--- src/rtl/ais_pkg.sv ---
// package with register map, field layout and decode tables of the block
package ais_pkg;

   // ************************************************************
   // register map and bus
   // ************************************************************
   localparam int          ADDR_W       = 8;
   localparam int          DATA_W       = 32;
   localparam int          REG_W        = 8;
   localparam int          VIEW_W       = 16;
   localparam logic [7:0]  OFS_SEL      = 8'h00;
   localparam logic [7:0]  OFS_CTLB     = 8'h04;
   localparam logic [7:0]  OFS_RESULT   = 8'h08;
   localparam logic [7:0]  OFS_STATUS   = 8'h0c;
   localparam logic [7:0]  SEL_RESET    = 8'h00;
   localparam logic [7:0]  CTLB_RESET   = 8'h00;
   localparam logic [7:0]  CTLB_WMASK   = 8'hdf;

   // ************************************************************
   // field positions
   // ************************************************************
   localparam int          REF_B1_POS   = 7;
   localparam int          REF_B0_POS   = 6;
   localparam int          LADJ_POS     = 5;
   localparam int          MUXL_MSB     = 4;
   localparam int          GAIN_ALT_SELECT_POS     = 6;
   localparam int          REFH_POS     = 4;
   localparam int          MUXH_POS     = 3;
   localparam int          BUSY_POS     = 0;
   localparam int          DONE_POS     = 1;
   localparam int          LONG_POS     = 2;

   // ************************************************************
   // conversion timing and input codes
   // ************************************************************
   localparam int          LONG_CONV_CYCLES   = 25;
   localparam int          NORMAL_CONV_CYCLES = 13;
   localparam logic [5:0]  SE_LAST_CODE = 6'h0a;
   localparam logic [5:0]  BANDGAP_CODE = 6'h1e;
   localparam logic [5:0]  GROUND_CODE  = 6'h1f;
   localparam logic [5:0]  TEMP_CODE    = 6'h3f;
   localparam int          GBANK_POS    = 5;
   localparam int          HIGAIN_POS   = 8;

   typedef enum logic [2:0] {
      AIS_REF_SUPPLY  = 3'b000,
      AIS_REF_EXTPIN  = 3'b001,
      AIS_REF_INT11   = 3'b010,
      AIS_REF_RSVD    = 3'b011,
      AIS_REF_INT256  = 3'b100,
      AIS_REF_INT256C = 3'b101
   } ais_ref_e;

   typedef enum logic [1:0] {
      AIS_GAIN_1X  = 2'b00,
      AIS_GAIN_8X  = 2'b01,
      AIS_GAIN_20X = 2'b10,
      AIS_GAIN_32X = 2'b11
   } ais_gain_e;

   // per code: {high gain, positive channel, negative channel}
   localparam logic [8:0] MUX_TABLE [64] = '{
      9'h000, 9'h010, 9'h020, 9'h030, 9'h040, 9'h050, 9'h060, 9'h070,
      9'h080, 9'h090, 9'h0a0, 9'h101, 9'h001, 9'h111, 9'h121, 9'h021,
      9'h023, 9'h133, 9'h143, 9'h043, 9'h145, 9'h045, 9'h155, 9'h165,
      9'h065, 9'h189, 9'h089, 9'h199, 9'h1a9, 9'h0a9, 9'h000, 9'h000,
      9'h101, 9'h001, 9'h110, 9'h010, 9'h112, 9'h012, 9'h121, 9'h021,
      9'h120, 9'h020, 9'h102, 9'h002, 9'h145, 9'h045, 9'h154, 9'h054,
      9'h156, 9'h056, 9'h165, 9'h065, 9'h164, 9'h064, 9'h146, 9'h046,
      9'h100, 9'h000, 9'h111, 9'h122, 9'h144, 9'h155, 9'h166, 9'h0b0
   };

endpackage

--- src/rtl/ais_top.sv ---
// register file, deferred shadows and input/reference decode of the adc
//
// Local design decisions: register access over APB and the register offsets.
`timescale 1ns/100ps
`default_nettype none

// Contract
// - Ref low bits 00 supply, 01 ext pin, high 0 with 10 1.1V, 11 reserved.
// - High ref bit set: 10 is 2.56V off the pin, 11 2.56V routed to the pin.
// - A reference write during a conversion waits for its completion.
// - Any reference change makes the next conversion long, 25 adc clocks.
// - Left adjust one aligns the 10-bit result left, zero aligns it right.
// - A left adjust change re-arranges the read result at once.
// - The six-bit input code is five select bits plus a top bit in ctrl B.
// - Differential codes also set the gain of the selected pair.
// - Codes tying one pin to both inputs are kept for offset measurement.
// - Codes 0-10 single-ended, 30 1.1V, 31 0V, 63 channel 11 plus sensor.
// - Gain alternate select gives 32x for 20x and 8x for 1x on differential codes 32-62 only.
// - A write to the top input code bit mid conversion waits for its end.
module ais_top
   import ais_pkg::*;
#(
   parameter int RES_W = 10
) (
   input  wire logic              core_clk,
   input  wire logic              rstn,
   input  wire logic              psel,
   input  wire logic              penable,
   input  wire logic              pwrite,
   input  wire logic [ADDR_W-1:0] paddr,
   input  wire logic [DATA_W-1:0] pwdata,
   input  wire logic [3:0]        pstrb,
   output logic      [DATA_W-1:0] prdata,
   output logic                   pready,
   output logic                   pslverr,
   input  wire logic              conv_busy,
   input  wire logic              conv_start,
   input  wire logic              conv_done,
   input  wire logic [RES_W-1:0]  conv_result,
   output ais_ref_e               ref_source,
   output logic                   ref_pin_connect,
   output logic                   int_ref_enable,
   output logic      [3:0]        pos_channel,
   output logic      [3:0]        neg_channel,
   output logic                   diff_mode,
   output ais_gain_e              gain,
   output logic                   bandgap_input,
   output logic                   ground_input,
   output logic                   temp_sensor_en,
   output logic                   long_conv_req
);

   // ************************************************************
   // reset release
   // ************************************************************
   logic [1:0] rst_pipe;
   logic       rst_n;

   // two-stage release of the asynchronous reset
   always_ff @(posedge core_clk or negedge rstn) begin
      if (!rstn) begin
         rst_pipe <= 2'b00;
      end else begin
         rst_pipe <= {rst_pipe[0], 1'b1};
      end
   end
   assign rst_n = rst_pipe[1];

   // ************************************************************
   // apb decode
   // ************************************************************
   logic mapped;
   logic wr_acc;
   logic wr_sel;
   logic wr_ctlb;
   logic wr_stat;

   // zero wait states; unmapped access errors
   always_comb begin
      mapped  = (paddr == OFS_SEL) || (paddr == OFS_CTLB) ||
                (paddr == OFS_RESULT) || (paddr == OFS_STATUS);
      pready  = 1'b1;
      pslverr = psel & penable & ~mapped;
      wr_acc  = psel & penable & pwrite & pstrb[0];
      wr_sel  = wr_acc & (paddr == OFS_SEL);
      wr_ctlb = wr_acc & (paddr == OFS_CTLB);
      wr_stat = wr_acc & (paddr == OFS_STATUS);
   end

   // ************************************************************
   // software registers
   // ************************************************************
   logic [REG_W-1:0] adc_input_select_reg;
   logic [REG_W-1:0] adc_control_b;
   logic [RES_W-1:0] result;
   logic             conversion_done_flag;
   logic [REG_W-1:0] next_adc_input_select_reg;
   logic [REG_W-1:0] next_adc_control_b;
   logic [RES_W-1:0] next_result;
   logic             next_conversion_done_flag;
   logic             left_adjust;
   logic             gain_alt_select;

   // register writes, result capture, done flag with set over clear
   always_comb begin
      next_adc_input_select_reg = adc_input_select_reg;
      next_adc_control_b        = adc_control_b;
      next_result               = result;
      if (wr_sel) begin
         next_adc_input_select_reg = pwdata[REG_W-1:0];
      end
      if (wr_ctlb) begin
         next_adc_control_b = pwdata[REG_W-1:0] & CTLB_WMASK;
      end
      if (conv_done) begin
         next_result = conv_result;
      end
      next_conversion_done_flag = conv_done |
         (conversion_done_flag & ~(wr_stat & pwdata[DONE_POS]));
   end

   always_ff @(posedge core_clk or negedge rst_n) begin
      if (!rst_n) begin
         adc_input_select_reg <= SEL_RESET;
         adc_control_b        <= CTLB_RESET;
         result               <= '0;
         conversion_done_flag <= 1'b0;
      end else begin
         adc_input_select_reg <= next_adc_input_select_reg;
         adc_control_b        <= next_adc_control_b;
         result               <= next_result;
         conversion_done_flag <= next_conversion_done_flag;
      end
   end

   assign left_adjust     = adc_input_select_reg[LADJ_POS];
   assign gain_alt_select = adc_control_b[GAIN_ALT_SELECT_POS];

   // ************************************************************
   // result presentation
   // ************************************************************
   logic [VIEW_W-1:0] result_view;

   // alignment follows the live adjust bit, not the shadow
   always_comb begin
      if (left_adjust) begin
         result_view = {result, {(VIEW_W-RES_W){1'b0}}};
      end else begin
         result_view = {{(VIEW_W-RES_W){1'b0}}, result};
      end
   end

   // ************************************************************
   // shadows and front-end decode
   // ************************************************************
   logic [2:0]  shadow_ref;
   logic [5:0]  shadow_code;
   logic        long_pend;
   logic        load;
   logic [2:0]  next_shadow_ref;
   logic [5:0]  next_shadow_code;
   logic        next_long_pend;
   logic [8:0]  entry;
   ais_ref_e    next_ref_source;
   logic        next_ref_pin;
   logic        next_int_ref;
   logic [3:0]  next_pos;
   logic [3:0]  next_neg;
   logic        next_diff;
   ais_gain_e   next_gain;
   logic        next_bandgap;
   logic        next_ground;
   logic        next_temp;

   // shadow load while idle or on completion, then decode the shadow
   always_comb begin
      load             = ~conv_busy | conv_done;
      next_shadow_ref  = shadow_ref;
      next_shadow_code = shadow_code;
      if (load) begin
         next_shadow_ref  = {adc_control_b[REFH_POS],
                             adc_input_select_reg[REF_B1_POS:REF_B0_POS]};
         next_shadow_code = {adc_control_b[MUXH_POS],
                             adc_input_select_reg[MUXL_MSB:0]};
      end
      // a reference change arms one long conversion; set wins
      next_long_pend = (next_shadow_ref != shadow_ref) |
                       (long_pend & ~conv_start);
      // reference source
      next_ref_pin = 1'b0;
      next_int_ref = 1'b0;
      unique casez (next_shadow_ref)
         3'b?00: next_ref_source = AIS_REF_SUPPLY;
         3'b?01: next_ref_source = AIS_REF_EXTPIN;
         3'b010: begin
            next_ref_source = AIS_REF_INT11;
            next_int_ref    = 1'b1;
         end
         3'b011: next_ref_source = AIS_REF_RSVD;
         3'b110: begin
            next_ref_source = AIS_REF_INT256;
            next_int_ref    = 1'b1;
         end
         default: begin
            next_ref_source = AIS_REF_INT256C;
            next_int_ref    = 1'b1;
         end
      endcase
      if (next_ref_source == AIS_REF_EXTPIN ||
          next_ref_source == AIS_REF_INT256C) begin
         next_ref_pin = 1'b1;
      end
      // input multiplexer and gain
      entry        = MUX_TABLE[next_shadow_code];
      next_pos     = entry[7:4];
      next_neg     = entry[3:0];
      next_diff    = 1'b0;
      next_gain    = AIS_GAIN_1X;
      next_bandgap = 1'b0;
      next_ground  = 1'b0;
      next_temp    = 1'b0;
      if (next_shadow_code <= SE_LAST_CODE) begin
         next_neg = '0;
      end else if (next_shadow_code == TEMP_CODE) begin
         next_neg  = '0;
         next_temp = 1'b1;
      end else if (next_shadow_code == BANDGAP_CODE) begin
         next_bandgap = 1'b1;
      end else if (next_shadow_code == GROUND_CODE) begin
         next_ground = 1'b1;
      end else begin
         next_diff = 1'b1;
         if (!next_shadow_code[GBANK_POS]) begin
            next_gain = entry[HIGAIN_POS] ? AIS_GAIN_20X : AIS_GAIN_1X;
         end else if (entry[HIGAIN_POS]) begin
            next_gain = gain_alt_select ? AIS_GAIN_32X : AIS_GAIN_20X;
         end else begin
            next_gain = gain_alt_select ? AIS_GAIN_8X : AIS_GAIN_1X;
         end
      end
   end

   always_ff @(posedge core_clk or negedge rst_n) begin
      if (!rst_n) begin
         shadow_ref      <= 3'b000;
         shadow_code     <= 6'h00;
         long_pend       <= 1'b0;
         ref_source      <= AIS_REF_SUPPLY;
         ref_pin_connect <= 1'b0;
         int_ref_enable  <= 1'b0;
         pos_channel     <= 4'h0;
         neg_channel     <= 4'h0;
         diff_mode       <= 1'b0;
         gain            <= AIS_GAIN_1X;
         bandgap_input   <= 1'b0;
         ground_input    <= 1'b0;
         temp_sensor_en  <= 1'b0;
      end else begin
         shadow_ref      <= next_shadow_ref;
         shadow_code     <= next_shadow_code;
         long_pend       <= next_long_pend;
         ref_source      <= next_ref_source;
         ref_pin_connect <= next_ref_pin;
         int_ref_enable  <= next_int_ref;
         pos_channel     <= next_pos;
         neg_channel     <= next_neg;
         diff_mode       <= next_diff;
         gain            <= next_gain;
         bandgap_input   <= next_bandgap;
         ground_input    <= next_ground;
         temp_sensor_en  <= next_temp;
      end
   end
   assign long_conv_req = long_pend;

   // ************************************************************
   // read data
   // ************************************************************
   logic [DATA_W-1:0] next_prdata;

   // read value captured in the setup cycle
   always_comb begin
      next_prdata = prdata;
      if (psel & ~penable & ~pwrite) begin
         next_prdata = '0;
         unique case (paddr)
            OFS_SEL:    next_prdata[REG_W-1:0]  = adc_input_select_reg;
            OFS_CTLB:   next_prdata[REG_W-1:0]  = adc_control_b;
            OFS_RESULT: next_prdata[VIEW_W-1:0] = result_view;
            OFS_STATUS: begin
               next_prdata[BUSY_POS] = conv_busy;
               next_prdata[DONE_POS] = conversion_done_flag;
               next_prdata[LONG_POS] = long_pend;
            end
            default:    next_prdata = '0;
         endcase
      end
   end

   always_ff @(posedge core_clk or negedge rst_n) begin
      if (!rst_n) begin
         prdata <= '0;
      end else begin
         prdata <= next_prdata;
      end
   end

   // ************************************************************
   // assertions
   // ************************************************************
   property p_ref_supply;
      @(posedge core_clk) disable iff (!rst_n)
      (next_shadow_ref[1:0] == 2'b00) |=>
         (ref_source == AIS_REF_SUPPLY) && !ref_pin_connect;
   endproperty
   a_ref_supply: assert property (p_ref_supply)
      else $error("supply reference decode wrong");

   property p_ref_cap;
      @(posedge core_clk) disable iff (!rst_n)
      (next_shadow_ref == 3'b111) |=>
         (ref_source == AIS_REF_INT256C) && ref_pin_connect && int_ref_enable;
   endproperty
   a_ref_cap: assert property (p_ref_cap)
      else $error("bypassed 2.56V reference decode wrong");

   property p_ref_hold;
      @(posedge core_clk) disable iff (!rst_n)
      (conv_busy && !conv_done) |=> $stable(ref_source);
   endproperty
   a_ref_hold: assert property (p_ref_hold)
      else $error("reference changed during conversion");

   property p_long_arm;
      @(posedge core_clk) disable iff (!rst_n)
      (load && next_shadow_ref != shadow_ref) |=> long_conv_req;
   endproperty
   a_long_arm: assert property (p_long_arm)
      else $error("long conversion not armed");

   property p_left_view;
      @(posedge core_clk) disable iff (!rst_n)
      left_adjust |-> result_view[VIEW_W-1 -: RES_W] == result;
   endproperty
   a_left_view: assert property (p_left_view)
      else $error("left adjusted view wrong");

   property p_temp;
      @(posedge core_clk) disable iff (!rst_n)
      (next_shadow_code == TEMP_CODE) |=>
         temp_sensor_en && !diff_mode && pos_channel == 4'hb;
   endproperty
   a_temp: assert property (p_temp)
      else $error("temperature channel decode wrong");

   property p_gain32;
      @(posedge core_clk) disable iff (!rst_n)
      (next_diff && next_shadow_code[GBANK_POS] && entry[HIGAIN_POS] &&
       gain_alt_select) |=> gain == AIS_GAIN_32X;
   endproperty
   a_gain32: assert property (p_gain32)
      else $error("alternate gain not applied");

   property p_msb_hold;
      @(posedge core_clk) disable iff (!rst_n)
      (conv_busy && !conv_done) |=> $stable(shadow_code[5]);
   endproperty
   a_msb_hold: assert property (p_msb_hold)
      else $error("top input code bit changed mid conversion");

   property p_idle_load;
      @(posedge core_clk) disable iff (!rst_n)
      !conv_busy |=> shadow_code == {$past(adc_control_b[MUXH_POS]),
                                     $past(adc_input_select_reg[MUXL_MSB:0])};
   endproperty
   a_idle_load: assert property (p_idle_load)
      else $error("shadow not loaded while idle");

endmodule

`default_nettype wire

--- config.mk ---
export PLATFORM = sky130hd
export DESIGN_NAME = ais_top
export DESIGN_NICKNAME = d
export VERILOG_FILES = /design/src/rtl/ais_pkg.sv /design/src/rtl/ais_top.sv
export SDC_FILE = /design/constraint.sdc
export NUM_CORES = 1
export LEC_CHECK = 0
export BUFFER_PORTS_ARGS = -buffer_cell sky130_fd_sc_hd__buf_4
export CAP_MARGIN = 20
export CORE_UTILIZATION = 55
export CTS_CLUSTER_SIZE = 10
export DETAILED_ROUTE_END_ITERATION = 16
export PLACE_DENSITY = 0.85
export SETUP_SLACK_MARGIN = 0.02
export SLEW_MARGIN = 20
export SYNTH_ARGS = -nofsm -noshare
export SYNTH_HDL_FRONTEND = slang
export SYNTH_SLANG_ARGS = --single-unit
--- constraint.sdc ---
create_clock -name core_clk -period 6.92 [get_ports core_clk]
set_clock_uncertainty 0.2 [all_clocks]
set_input_delay 1.038 -clock core_clk [delete_from_list [all_inputs] [get_ports core_clk]]
set_output_delay 1.038 -clock core_clk [all_outputs]
set_load 0.05 [all_outputs]
==> metrics.csv <==
stage,metric,value,unit
outcome,status,completed,
sta,hold_viol,0,
floorplan,die_h,85.1,um
route,drt-wirelength-per-cell,18.0,um
global_routing,overflow,0,
synth,yosysSeqAreaShare,48.1,%
synth,yosysWarnings,0,
setup_path,crit_chain,"buf_4, nand2b_1, buf_4, mux2i_2, inv_1, ha_1, o311ai_2, o31a_1, o2111a_1",
setup_path,path_max_fanout,19,
sta,finalSetupTns,0,ns
synth,synth_flop_cell,dfrtp_1,
global_routing,antenna_found_initial,0,
cells_and_area,n_antenna_cell,0,
clock_network,clock_sinks,73,
synth,synth_top_area_share,48.1,%
setup_path,start_kind,input port,
setup_path,crit_required,7.02,ns
floorplan,rows,29,
synth,synth.avg_cell_area,11.2,sq um
synth,async_reset_ff_share,100,%
synth,yosysTopAreaCell,dfrtp_1,
clock_network,cts-hold-fix-buffers,0,
setup_path,crit_path_frequent_cell,buf_4,
synth,syn-instance-count,338,
flow_run,drv_cap,0,
synth,synth_edf_count,0,
floorplan,start_util,58.4,%
setup_path,cp_num_buf_inv,3,
floorplan,core_area,0.00649,sq mm
place,io_buffers,71,
global_routing,grt_use_total,26.0,%
global_routing,grt_max_degree,72,
sta,min_period,3.74,ns
cells_and_area,multi_input_area,0.00175,sq mm
clock_network,cts_buffers,9,
sta,worst_pin_slew,0.882,ns
floorplan,die_width,85.1,um
cells_and_area,fillers,474,
sta,finalWorstSetupSlack,3.18,ns
sta,period_share,54.1,%
clock_network,cts_setup_buffers,0,
synth,synth_common_cells,"dfrtp_1 (73), mux2_2 (31), nand2_1 (29)",
power,p_per_area,197,mW/mm^2
clock_network,clock_path_buffers,2,
global_routing,grt_pass1_vias,2799,
setup_path,cpPeakStageDelay,0.56,ns
place,dp_cells,473,
sta,max_freq,267,MHz
sta,setup_viol,0,
cells_and_area,largest_reg_flops,16,
route,viasPerCell,5.97,
power,ir_worst_vdd,0.0965,mV
setup_path,crit_path_top_delay_cell,mux2i_2,
hold_path,hp-class,flip-flop to flip-flop,
cells_and_area,drive_above_1_share,33.5,%
synth,synth_area_leaders,"dfrtp_1 (48%), mux2_2 (9.2%), mux2i_1 (4.2%), ha_1 (4.0%), buf_4 (3.8%)",
synth,ys_types,61,
route,drt_iter0_drc,311,
setup_path,reg2reg_slack,4.20,ns
global_routing,grt_pass1_wl,14.5,mm
route,drt_pre_antenna_iters,7,
synth,syn_area,0.00380,sq mm
setup_path,cp-end-kind,flip-flop,
cells_and_area,instances_no_fill,489,
synth,synth.most_common_cell,dfrtp_1,
floorplan,dieArea,0.00724,sq mm
clock_network,clkTransAtPathRegs,0.09,ns
synth,synth_seq_cells,73,
clock_network,insertion_delay,0.36,ns
place,pre_cts_slack,2.90,ns
setup_path,cpLargestDelayFamily,buffers and inverters,
cells_and_area,syn_to_final_growth,18.4,%
route,vias,2921,
route,wl,8.83,mm
place,dp_hpwl,6.11,mm
place,gp_congestion,0.875,
setup_path,worstSetupPathType,input port to flip-flop,
clock_network,cts_root_buf,clkbuf_8,
cells_and_area,final_nets,481,
power,p_leak,2.21,nW
floorplan,pin_count,116,
route,ant_nets,0,
cells_and_area,regArea,0.00183,sq mm
sta,maxSlewViolCount,0,
sta,max_slew_margin,41.2,%
setup_path,critPathArrivalTime,3.85,ns
clock_network,htreeDepth,3,
route,drc,0,
clock_network,cts_tree,yes,
sta,rsz0062_at_grt,false,
clock_network,post_cts_resized,0,
[per-layer routing]
metal	up-vias	share of wire (%)	global-route usage (%)
li1	1320	-	-
met1	1427	45	38.1
met2	165	46	39.1
met3	9	7.2	4.86
met4	0	1.1	8.78
met5	-	0	0
[worst reg2reg max path: stages (launching register included)]
cell	delay [ns]
dfrtp_1	0.41
mux2i_2	0.47
inv_1	0.33
ha_1	0.42
o311ai_2	0.35
o31a_1	0.26
o2111a_1	0.22
[stage by stage]
| step | utilization, % | total power [mW] | area [sq um] | hold WS (ns) |
|---|---|---|---|---|
| 2_1_floorplan | - | 0.517 | 3860 | 0.131 |
| 3_3_place_gp | 66.0 | 0.537 | 4290 | 0.139 |
| 6_report | 69.2 | 0.885 | 4490 | 0.173 |
| 3_5_place_dp | 66.0 | 0.539 | 4290 | 0.157 |
| 5_1_grt | 69.2 | 0.918 | 4490 | 0.186 |
| 4_1_cts | 69.2 | 0.887 | 4490 | 0.177 |
[power breakdown]
part / switching [mW] / leakage (nW) / internal (mW)
registers: 0.00738 / 0.986 / 0.435
clock network: 0.181 / 0.0988 / 0.173
logic: 0.0582 / 1.13 / 0.0306
[cell usage in the layout (no fill, tap or decap), types with 3 or more instances in the layout]
cell and instances:
inv_1 12, nor3_1 3, o21ai_0 17, a22o_1 6, clkbuf_8 9, a21oi_1 13, a211oi_1 5, mux2_2 31
ha_1 12, nand4_1 4, a222oi_1 3, nor2_1 18, buf_4 73, a22oi_1 3, nand2_1 29, o211ai_1 3
mux2i_1 16, dfrtp_1 72, nor2b_1 3, conb_1 18, nand3_1 4, inv_6 4
[cells by family after synthesis]
group / synth area share [%]
compound gates: 14.3
simple gates: 9.46
flops: 48.1
mux: 16.1
buf+inv: 7.42
fa+ha+maj: 3.96
other cells: 0.198
xor+xnor: 0.462
[final timing paths]
check / to / depth (start not counted) / startpoint
setup / recovery: gain[1] / 9 / conv_done
hold / removal: rst_pipe[1] / 0 / rst_pipe[0]
setup reg to reg: gain[1] / 6 / adc_input_select_reg[1]
hold reg to reg: rst_pipe[1] / 0 / rst_pipe[0]
max in group asynchronous: shadow_code[5] / 1 / rst_pipe[1]
min in group asynchronous: rst_pipe[1] / 1 / rstn
[final cells by class]
| cell class | count | area share, % |
|---|---|---|
| Sequential cell | 73 | 40.7 |
| Tap cell | 77 | 2.14 |
| Clock inverter | 7 | 1.84 |
| Inverter | 16 | 1.50 |
| Multi-Input combinational cell | 234 | 38.9 |
| Timing Repair Buffer | 73 | 12.2 |
| Clock buffer | 9 | 2.76 |
(Power assumes the default switching activity.)
